## src/formatter_map.vh

```
`ifndef FORMATTER_MAP_VH
`define FORMATTER_MAP_VH

// Register addresses
`define ADDR_W 7
`define DATA_W 16
`define ADDR_PARITY_CTRL 7'h01
`define ADDR_IFACE_CTRL 7'h02
`define ADDR_SYNC_SEL 7'h20
`define ADDR_STATUS 7'h21
`define ADDR_SIF_SYNC 7'h22

// Field positions
`define BIT_PARITY_ENA 0
`define BIT_WIDE_SEL 0
`define FLD_FMT_LO 0
`define FLD_FMT_HI 1
`define FLD_FIN_LO 4
`define FLD_FIN_HI 7
`define FLD_FOUT_LO 8
`define FLD_FOUT_HI 11
`define BIT_SIF_SYNC 0

// Reset values
`define RST_PARITY_CTRL 16'h0000
`define RST_IFACE_CTRL 16'h0001
`define RST_SYNC_SEL 16'h0000

// Sync source select codes
`define SEL_SYNC 4'h1
`define SEL_FRAME 4'h2
`define SEL_SIF 4'h8
`define FMT_FRAME 2'h0
`define FMT_SYNC 2'h1
`define FMT_SIF_A 2'h2
`define FMT_SIF_B 2'h3

// Byte phase counts
`define BYTE_LAST 2'h3
`define BYTE_FIRST 2'h0

`endif

```

## src/lvds_sample_input_formatter.v

```verilog
// Overview of operation
// - Wide uses sixteen lines, byte uses eight
// - Width bit zero, when set, selects word-wide
// - Data captured on both clock edges
// - Frame or sync resyncs FIFO pointers
// - Strobe sampled on rising clock edges
// - Parity from frame on falling edge
// - Word mode alternates I and Q
// - Software sync only in word mode
// - Byte order I hi, I lo, Q hi, Q lo
// - Byte assembly aligned to strobe rise
// - Write-sync rise resets write pointer
//
// Our own choices: the register addresses and the strobed register port.
`timescale 1ns/1ps
`default_nettype none
`include "formatter_map.vh"
module lvds_sample_input_formatter (
  input wire SYS_CLK,
  input wire ARST_N,
  input wire CE,
  input wire DDR_INPUT_CLOCK,
  input wire [15:0] DATA_IN,
  input wire FRAME_IN,
  input wire SYNC_IN,
  input wire [`ADDR_W-1:0] ADDR,
  input wire [`DATA_W-1:0] WDATA,
  input wire WR,
  input wire RD,
  output reg [`DATA_W-1:0] RDATA,
  output reg [31:0] SAMPLE,
  output reg SAMPLE_VALID,
  output reg PARITY_BIT,
  output reg PARITY_VALID,
  output reg WR_PTR_SYNC,
  output reg RD_PTR_SYNC
);
  // Synchronised pins
  wire [18:0] pins_sync;
  wire clk_s;
  wire [15:0] data_s;
  wire frame_s;
  wire sync_s;

  sync_2ff #(
    .WIDTH(19)
  ) u_sync (
    .clk(SYS_CLK),
    .arst_n(ARST_N),
    .ce(CE),
    .d({DDR_INPUT_CLOCK, FRAME_IN, SYNC_IN, DATA_IN}),
    .q(pins_sync)
  );

  assign clk_s = pins_sync[18];
  assign frame_s = pins_sync[17];
  assign sync_s = pins_sync[16];
  assign data_s = pins_sync[15:0];

  // Registers
  reg [`DATA_W-1:0] parity_control_register;
  reg [`DATA_W-1:0] interface_control_register;
  reg [`DATA_W-1:0] sync_select_register;
  reg sif_sync_reg;

  wire wide_input_select;
  wire parity_ena;
  wire [1:0] fmt_sel;
  wire [3:0] fin_sel;
  wire [3:0] fout_sel;

  assign wide_input_select =
    interface_control_register[`BIT_WIDE_SEL];
  assign parity_ena = parity_control_register[`BIT_PARITY_ENA];
  assign fmt_sel = sync_select_register[`FLD_FMT_HI:`FLD_FMT_LO];
  assign fin_sel = sync_select_register[`FLD_FIN_HI:`FLD_FIN_LO];
  assign fout_sel = sync_select_register[`FLD_FOUT_HI:`FLD_FOUT_LO];

  // Edge detection of link clock
  reg clk_d_reg;
  wire rise;
  wire fall;
  assign rise = clk_s & ~clk_d_reg;
  assign fall = ~clk_s & clk_d_reg;

  // Strobe history
  reg strobe_d_reg;
  reg sif_pend_reg;
  reg frame_pend_reg;
  reg [15:0] rise_word_reg;
  reg [7:0] byte_hi_reg;
  reg [15:0] i_word_reg;
  reg [1:0] byte_cnt_reg;
  reg aligned_reg;
  reg [7:0] status_cnt_reg;

  wire strobe_fmt;
  wire fmt_is_sif;
  wire sif_ok;
  wire strobe_rise;
  wire fin_src;
  wire fout_src;
  wire frame_rise;
  wire sync_rise;
  reg frame_d_reg;
  reg sync_d_reg;

  assign fmt_is_sif = (fmt_sel == `FMT_SIF_A) ||
    (fmt_sel == `FMT_SIF_B);
  assign sif_ok = wide_input_select && fmt_is_sif &&
    (fin_sel == `SEL_SIF) && (fout_sel == `SEL_SIF);
  assign strobe_fmt = (fmt_sel == `FMT_SYNC) ? sync_s : frame_s;
  assign strobe_rise = strobe_fmt & ~strobe_d_reg;
  // Per-source history, so a select change gives no stale edge
  assign frame_rise = frame_s & ~frame_d_reg;
  assign sync_rise = sync_s & ~sync_d_reg;
  assign fin_src = (fin_sel == `SEL_SIF) ? (sif_ok & sif_pend_reg) :
    (fin_sel == `SEL_FRAME) ? frame_rise :
    (fin_sel == `SEL_SYNC) ? sync_rise : 1'b0;
  assign fout_src = (fout_sel == `SEL_SIF) ? (sif_ok & sif_pend_reg) :
    (fout_sel == `SEL_FRAME) ? frame_rise :
    (fout_sel == `SEL_SYNC) ? sync_rise : 1'b0;

  // Register bus
  always @(posedge SYS_CLK or negedge ARST_N) begin
    if (!ARST_N) begin
      parity_control_register <= `RST_PARITY_CTRL;
      interface_control_register <= `RST_IFACE_CTRL;
      sync_select_register <= `RST_SYNC_SEL;
      sif_sync_reg <= 1'b0;
      RDATA <= 16'h0000;
    end else if (CE) begin
      sif_sync_reg <= WR && (ADDR == `ADDR_SIF_SYNC) &&
        WDATA[`BIT_SIF_SYNC];
      if (WR) begin
        case (ADDR)
          `ADDR_PARITY_CTRL: begin
            parity_control_register <= WDATA;
          end
          `ADDR_IFACE_CTRL: begin
            interface_control_register <= WDATA;
          end
          `ADDR_SYNC_SEL: begin
            sync_select_register <= WDATA;
          end
          default: begin
          end
        endcase
      end
      if (RD) begin
        case (ADDR)
          `ADDR_PARITY_CTRL: RDATA <= parity_control_register;
          `ADDR_IFACE_CTRL: RDATA <= interface_control_register;
          `ADDR_SYNC_SEL: RDATA <= sync_select_register;
          `ADDR_STATUS: RDATA <= {6'h00, aligned_reg, byte_cnt_reg,
            status_cnt_reg[6:0]};
          default: RDATA <= 16'h0000;
        endcase
      end else begin
        RDATA <= 16'h0000;
      end
    end
  end

  // Link-side datapath
  always @(posedge SYS_CLK or negedge ARST_N) begin
    if (!ARST_N) begin
      clk_d_reg <= 1'b0;
      strobe_d_reg <= 1'b0;
      sif_pend_reg <= 1'b0;
      frame_pend_reg <= 1'b0;
      frame_d_reg <= 1'b0;
      sync_d_reg <= 1'b0;
      rise_word_reg <= 16'h0000;
      byte_hi_reg <= 8'h00;
      i_word_reg <= 16'h0000;
      byte_cnt_reg <= `BYTE_FIRST;
      aligned_reg <= 1'b0;
      status_cnt_reg <= 8'h00;
      SAMPLE <= 32'h00000000;
      SAMPLE_VALID <= 1'b0;
      PARITY_BIT <= 1'b0;
      PARITY_VALID <= 1'b0;
      WR_PTR_SYNC <= 1'b0;
      RD_PTR_SYNC <= 1'b0;
    end else if (CE) begin
      clk_d_reg <= clk_s;
      SAMPLE_VALID <= 1'b0;
      PARITY_VALID <= 1'b0;
      WR_PTR_SYNC <= 1'b0;
      RD_PTR_SYNC <= 1'b0;
      // Software sync held until next rising edge
      if (sif_sync_reg) begin
        sif_pend_reg <= 1'b1;
      end
      if (rise) begin
        strobe_d_reg <= strobe_fmt;
        frame_d_reg <= frame_s;
        sync_d_reg <= sync_s;
        frame_pend_reg <= frame_s;
        if (!sif_sync_reg) begin
          sif_pend_reg <= 1'b0;
        end
        WR_PTR_SYNC <= fin_src;
        RD_PTR_SYNC <= fout_src;
        rise_word_reg <= data_s;
        if (!wide_input_select) begin
          if (strobe_rise) begin
            aligned_reg <= 1'b1;
            byte_hi_reg <= data_s[7:0];
            byte_cnt_reg <= 2'h1;
            status_cnt_reg <= status_cnt_reg + 8'h01;
          end else begin
            byte_hi_reg <= data_s[7:0];
            byte_cnt_reg <= byte_cnt_reg + 2'h1;
          end
        end
      end
      if (fall) begin
        if (parity_ena && frame_pend_reg) begin
          PARITY_BIT <= frame_s;
          PARITY_VALID <= 1'b1;
        end
        frame_pend_reg <= 1'b0;
        if (wide_input_select) begin
          // I on rise, Q on fall
          SAMPLE <= {rise_word_reg, data_s};
          SAMPLE_VALID <= 1'b1;
        end else begin
          byte_cnt_reg <= byte_cnt_reg + 2'h1;
          if (byte_cnt_reg == 2'h1) begin
            i_word_reg <= {byte_hi_reg, data_s[7:0]};
          end else if (byte_cnt_reg == `BYTE_LAST && aligned_reg) begin
            SAMPLE <= {i_word_reg, byte_hi_reg, data_s[7:0]};
            SAMPLE_VALID <= 1'b1;
          end
        end
      end
    end
  end
endmodule // lvds_sample_input_formatter
`default_nettype wire

```

## src/sync_2ff.v

```verilog
`timescale 1ns/1ps
`default_nettype none
module sync_2ff #(
  parameter WIDTH = 1
) (
  input wire clk,
  input wire arst_n,
  input wire ce,
  input wire [WIDTH-1:0] d,
  output reg [WIDTH-1:0] q
);
  reg [WIDTH-1:0] meta_reg;

  // Two-stage synchroniser, first stage read only by second
  always @(posedge clk or negedge arst_n) begin
    if (!arst_n) begin
      meta_reg <= {WIDTH{1'b0}};
      q <= {WIDTH{1'b0}};
    end else if (ce) begin
      meta_reg <= d;
      q <= meta_reg;
    end
  end
endmodule // sync_2ff
`default_nettype wire

```

## config.mk

```make
export PLATFORM = sky130hd
export DESIGN_NAME = lvds_sample_input_formatter
export DESIGN_NICKNAME = d
export VERILOG_FILES = /design/src/lvds_sample_input_formatter.v /design/src/sync_2ff.v
export VERILOG_INCLUDE_DIRS = /design/src
export SDC_FILE = /design/constraint.sdc
export NUM_CORES = 1
export LEC_CHECK = 0
export BUFFER_PORTS_ARGS = -buffer_cell sky130_fd_sc_hd__clkbuf_2
export CELL_PAD_IN_SITES_DETAIL_PLACEMENT = 1
export CELL_PAD_IN_SITES_GLOBAL_PLACEMENT = 1
export CORE_MARGIN = 4
export CORE_UTILIZATION = 50
export CTS_BUF_LIST = sky130_fd_sc_hd__clkbuf_8
export DETAILED_ROUTE_END_ITERATION = 8
export PLACE_DENSITY = 0.8
export SLEW_MARGIN = 5
export SYNTH_ARGS = -nofsm -noshare
export SYNTH_HDL_FRONTEND = slang
export SYNTH_SLANG_ARGS = --single-unit
export TNS_END_PERCENT = 20
```

## constraint.sdc

```tcl
create_clock -name SYS_CLK -period 2.09 [get_ports SYS_CLK]
set_input_delay 0.3135 -clock SYS_CLK [delete_from_list [all_inputs] [get_ports SYS_CLK]]
set_output_delay 0.3135 -clock SYS_CLK [all_outputs]
set_load 0.1 [all_outputs]
```

==> results of run 1 <==
[power by group]
| part | switching [mW] | total, mW | internal (mW) |
|---|---|---|---|
| Combinational | 2.31 | 3.20 | 0.888 |
| Clock | 1.42 | 2.56 | 1.13 |
| Sequential | 0.594 | 5.15 | 4.56 |
[timing repair]
| item | CTS | global route |
|---|---|---|
| hold buffers | 1 | 0 |
| endpoints found under the hold margin | 41 | 0 |
| setup endpoints to repair | 0 | 0 |
[how the worst max path moves through the flow]
stage                    startpoint  slack [ns]        endpoint
detailed placement               CE        0.12        RDATA[1]
CTS                 byte_cnt_reg[1]        0.28       SAMPLE[2]
global placement                 CE        0.30  frame_pend_reg
floorplan           byte_cnt_reg[0]        0.29    SAMPLE_VALID
finish              byte_cnt_reg[1]        0.28       SAMPLE[2]
global route           u_sync.q[18]        0.20       SAMPLE[2]
[logic make-up after synthesis]
| group | synth area share |
|---|---|
| fa+ha+maj | 0.007552 |
| compound gates | 0.07824 |
| simple gates | 0.06404 |
| flops | 0.5922 |
| xor+xnor | 0.008458 |
| mux | 0.2244 |
| buf+inv | 0.02507 |
[layer usage]
layer,track usage,up-vias
li1,-,2393
met1,0.2850,2788
met2,0.3979,121
met3,0.04743,29
met4,0.06775,0
met5,0,-
[worst max-delay path, stage by stage (launching register included)]
cell and delay [ns]:
dfrtp_1 0.44, inv_1 0.08, ha_1 0.18, and3b_1 0.22, o21bai_4 0.13, buf_12 0.26, mux2_2 0.38
[layout by cell type, fill, tap and decap left out, drive strengths merged, types with 5 or more instances in the layout]
master	count
mux2i	35
clkbuf	117
ha	5
nor2	8
a22oi	15
nand2	38
a221o	5
o21ai	37
nor4b	5
buf	20
inv	15
o2bb2ai	13
o22a	10
dfrtp	195
xor2	7
nor3	5
nand4	6
mux2	134
[final cells by class]
type	instances	area, µm²	share of cell area
clock inverter	14	165.2	0.01729
clock buffer	18	247.7	0.02593
timing repair buffer	120	752.0	0.07872
sequential	196	4906	0.5136
inverter	8	30.03	0.003143
multi-input combinational	363	3182	0.3331
tap	216	270.3	0.02829
==> run_results.csv, run 1 <==
group,metric,value,unit
floorplan,num_io_pins,100,
cells_and_area,fin_nets,758,
global_route,grt_pass1_wl,32650,µm
synth,synth_cell_types,48,
route,top_layer_used,"met4",
critical_path,worstPathRequired,2.45,ns
sta,setup_tns,0,ns
place,place_area,9130,µm²
synth,synth.most_common_cell,"dfrtp_1",
global_route,grt_util_all_layers,0.2275,
synth,yosysWarnings,0,
route,wirelength,19960,µm
sta,worst_slew_pin_slew,0.7200,ns
sta,finalClockSkew,0.01647,ns
route,remaining_drc_errors,0,
power_and_ir_drop,power,10.91,mW
floorplan,row_count,46,
place,place_hpwl,13970,µm
cts,cts_max_level,4,
synth,syn_inst,602,
floorplan,start_util,0.5159,
route,route.vias.total,5331,
cells_and_area,antenna_cells,0,
critical_path,ff2ff_setup_slack,0.28,ns
critical_path,crit_fanout,57,
route,route.met3.wl,831,µm
place,place.gp.congestion,0.8243,
floorplan,die_area,18690,µm²
place,port_buffers,99,
sta,whs,0.06158,ns
global_route,grt_pass1_vias,6007,
cells_and_area,area_growth,15.31,%
critical_path,path_class,"reg2reg",
synth,synthesis.area,8284,µm²
synth,synth_edf_count,0,
sta,rsz0062_at_grt,"no",
route,drt_iter0_drc,260,
route,m1WireLength,8369,µm
synth,ys_seq_area_frac,0.5922,
sta,max_freq,551.3,MHz
cells_and_area,final_util,0.5949,
cts,cts.sinks,196,
cells_and_area,n_fill_cell,1600,
critical_path,reg2reg_from,"byte_cnt_reg[1]",
floorplan,die_h,136.7,µm
route,route.met2.wl,10440,µm
cells_and_area,largest_reg_flops,32,
route,drt-wirelength-per-cell,21.35,µm
cts,cts_setup_buffers,0,
sta,period_minus_slack,1.814,ns
power_and_ir_drop,power_leakage,4.467,nW
floorplan,core_area,16060,µm²
sta,drv_slew,0,
synth,ys_ff_latch,196,
power_and_ir_drop,vdd_drop_max,1.202,mV
critical_path,crit_arrival,2.18,ns
synth,synth.avg_cell_area,13.76,µm²
worst_hold_path,hold_depth,2,
sta,layout_setup_ws,0.2763,ns
synth,synthTopCellsByCount,"195 x dfrtp_1, 122 x mux2_2, 38 x nand2_1, 37 x o21ai_0, 35 x mux2i_1",
synth,synth_area_leaders,"dfrtp_1 59%, mux2_2 17%, mux2i_1 4.2%",
cts,cts_max_path_buffers,2,
critical_path,worstSetupStartpointType,"register",
critical_path,r2r_cells,6,
global_route,grt_max_degree,68,
worst_hold_path,hp-start,"DATA_IN[8]",
sta,fin_crit_sh,0.8678,
global_route,grt-ovfl-total,0,
power_and_ir_drop,power.density,1142,nW/µm²
place,dp_cells,902,
route,drtAntennaViolNets,0,
global_route,antenna_found_initial,0,
critical_path,r2r_end,"SAMPLE[2]",
route,viasPerCell,5.702,
place,pre_cts_slack,0.1175,ns
sta,hold_viol_final,0,
sta,setup-violations-final,0,
cells_and_area,drive_gt1_frac,0.3922,
cts,cts_tree,"built",
synth,synth_top_area_share,0.5890,
synth,synth_flop_cell,"dfrtp_1",
synth,yosysTopAreaCell,"dfrtp_1",
synth,syn-num-nets,654,
critical_path,critPathCaptureType,"register",
cts,clockRootBuffer,"clkbuf_8",
cts,ctsResizeCount,0,
cts,clkTransAtPathRegs,0.11,ns
cts,cts_buffers,17,
cells_and_area,stdcell_count,935,
cts,clk_latency,0.47,ns
worst_hold_path,hold_class,"in2reg",
floorplan,die_x,136.7,µm
sta,slew_headroom,0.5195,
worst_hold_path,min_to,"u_sync.meta_reg[8]",
synth,synthArstFlopShare,1.000,
run_status,status,"complete, no violations",
cells_and_area,design_area,9553,µm²
run,maxCapViolCount,0,
route,firstDrtPassIters,4,
Power figures use the tool's default switching activity.
==> run 2: changes to the inputs <==
--- a/config.mk
+++ b/config.mk
@@ -13,7 +13,7 @@
 export CORE_UTILIZATION = 50
 export CTS_BUF_LIST = sky130_fd_sc_hd__clkbuf_8
 export DETAILED_ROUTE_END_ITERATION = 8
-export PLACE_DENSITY = 0.8
+export PLACE_DENSITY_LB_ADDON = 0.08
 export SLEW_MARGIN = 5
 export SYNTH_ARGS = -nofsm -noshare
 export SYNTH_HDL_FRONTEND = slang
==> run 2 against run 1 <==
  * Sequential power hardly changed
  * Via count decreased by 1.3%
  * Largest power group unchanged
  * Utilization increased by 0.13 points
  * Maximum frequency is 0.80% higher
  * Worst setup slack better by 0.014 ns
  * Largest cell class unchanged
  * Die area unchanged
  * Non-clock buffer count rose by 4
  * Critical path depth is 1 lower
  * Total power fell by 1.2%
==> run_results.csv, run 2 (synthesis gave the netlist of run 1 again) <==
group,metric,value,unit
sta,layout_setup_ws,0.2907,ns
route,firstDrtPassIters,4,
global_route,grt_max_degree,58,
cts,cts_buffers,17,
cts,cts_setup_buffers,0,
power_and_ir_drop,power,10.77,mW
sta,setup_tns,0,ns
route,drt_iter0_drc,182,
route,drtAntennaViolNets,0,
critical_path,crit_fanout,57,
global_route,grt_util_all_layers,0.2170,
cts,cts.sinks,196,
floorplan,die_h,136.7,µm
critical_path,endpoint,"SAMPLE[1]",
cts,ctsResizeCount,0,
place,pre_cts_slack,0.2338,ns
critical_path,path_class,"reg2reg",
sta,rsz0062_at_grt,"no",
critical_path,critPathCaptureType,"register",
route,viasPerCell,5.606,
worst_hold_path,hold_class,"in2reg",
cells_and_area,fin_nets,762,
floorplan,row_count,46,
sta,max_freq,555.8,MHz
power_and_ir_drop,vdd_drop_max,0.8564,mV
critical_path,crit_arrival,2.15,ns
sta,period_minus_slack,1.799,ns
cts,holdBufCountCts,1,
cts,cts_max_path_buffers,2,
route,route.vias.total,5264,
global_route,antenna_found_initial,0,
power_and_ir_drop,power.density,1125,nW/µm²
global_route,grt_pass1_vias,5958,
global_route,grt_pass1_wl,31380,µm
sta,finalClockSkew,0.01062,ns
sta,drv_slew,0,
critical_path,ff2ff_setup_slack,0.29,ns
floorplan,start_util,0.5159,
critical_path,worstSetupStartpointType,"register",
sta,whs,0.07698,ns
power_and_ir_drop,power_leakage,4.485,nW
critical_path,crit_path_start,"byte_cnt_reg[0]",
cts,clockRootBuffer,"clkbuf_8",
cells_and_area,final_common_cell,"dfrtp_1",
cells_and_area,drive_gt1_frac,0.3942,
sta,hold_viol_final,0,
floorplan,num_io_pins,100,
place,place_hpwl,13480,µm
cells_and_area,design_area,9574,µm²
cts,cts_max_level,4,
route,drt-wirelength-per-cell,20.20,µm
cts,clkTransAtPathRegs,0.09,ns
cells_and_area,largest_reg_flops,32,
place,place.gp.congestion,0.8517,
run_status,status,"complete, no violations",
sta,fin_crit_sh,0.8609,
worst_hold_path,hold_depth,2,
run,maxCapViolCount,0,
cells_and_area,antenna_cells,0,
route,wirelength,18970,µm
route,remaining_drc_errors,0,
critical_path,reg2reg_from,"byte_cnt_reg[0]",
critical_path,r2r_cells,5,
place,place_area,9160,µm²
floorplan,die_area,18690,µm²
floorplan,core_area,16060,µm²
global_route,grt-ovfl-total,0,
cts,clk_latency,0.46,ns
cells_and_area,area_growth,15.57,%
critical_path,r2r_end,"SAMPLE[1]",
cells_and_area,n_fill_cell,1598,
sta,worst_slew_pin_slew,0.7644,ns
sta,slew_headroom,0.4899,
floorplan,die_x,136.7,µm
sta,setup-violations-final,0,
critical_path,worstPathRequired,2.44,ns
cts,cts_tree,"built",
place,port_buffers,99,
cells_and_area,layout_common_cells,"195 x dfrtp_1, 122 x mux2_2, 98 x clkbuf_2, 38 x nand2_1, 37 x o21ai_0",
## run 2: worst min path at each step
stage,start,to,slack (ns)
5_1_grt,DATA_IN[14],u_sync.meta_reg[14],0.04
3_3_place_gp,ARST_N,interface_control_register[2],0.28
3_5_place_dp,ARST_N,RDATA[2],0.28
6_report,DATA_IN[0],u_sync.meta_reg[0],0.08
4_1_cts,DATA_IN[0],u_sync.meta_reg[0],0.04
2_1_floorplan,ARST_N,PARITY_BIT,0.02
## run 2: routing by layer
layer	vias to the layer above	wire length, µm	share of wire	GRT usage
li1	2398	-	-	-
met4	0	246	0.013	0.06383
met5	-	0	0	0
met1	2747	7936	0.42	0.2688
met3	21	695	0.037	0.04449
met2	98	10090	0.53	0.3839
## run 2: worst max-delay path: stages, from the launching register on
cell,delay (ns)
dfrtp_1,0.49
ha_1,0.22
and3b_1,0.21
o21bai_4,0.14
buf_12,0.25
mux2_2,0.37
## run 2: where the power goes
part	switching (mW)	leakage (nW)	total, mW	internal, mW
logic	2.29	1.74	3.18	0.889
clock network	1.30	0.206	2.46	1.16
registers	0.578	2.53	5.14	4.56
## run 2: through the flow
stage / util / cells
after CTS: 0.5962 / 939
after global routing: 0.5962 / 939
after detailed placement: 0.5704 / 906
after global placement: 0.5704 / 906
final: 0.5962 / 939
after floorplan: - / 602
## run 2: area by class of cell
class                   count  area, µm²  area share
flip-flops and latches    196       4906      0.5124
multi-input cells         363       3182      0.3323
repair buffers            124      782.0     0.08168
clock buffers              20      275.3     0.02875
well taps                 216      270.3     0.02823
clock inverters            12      128.9     0.01346
inverters                   8      30.03    0.003136
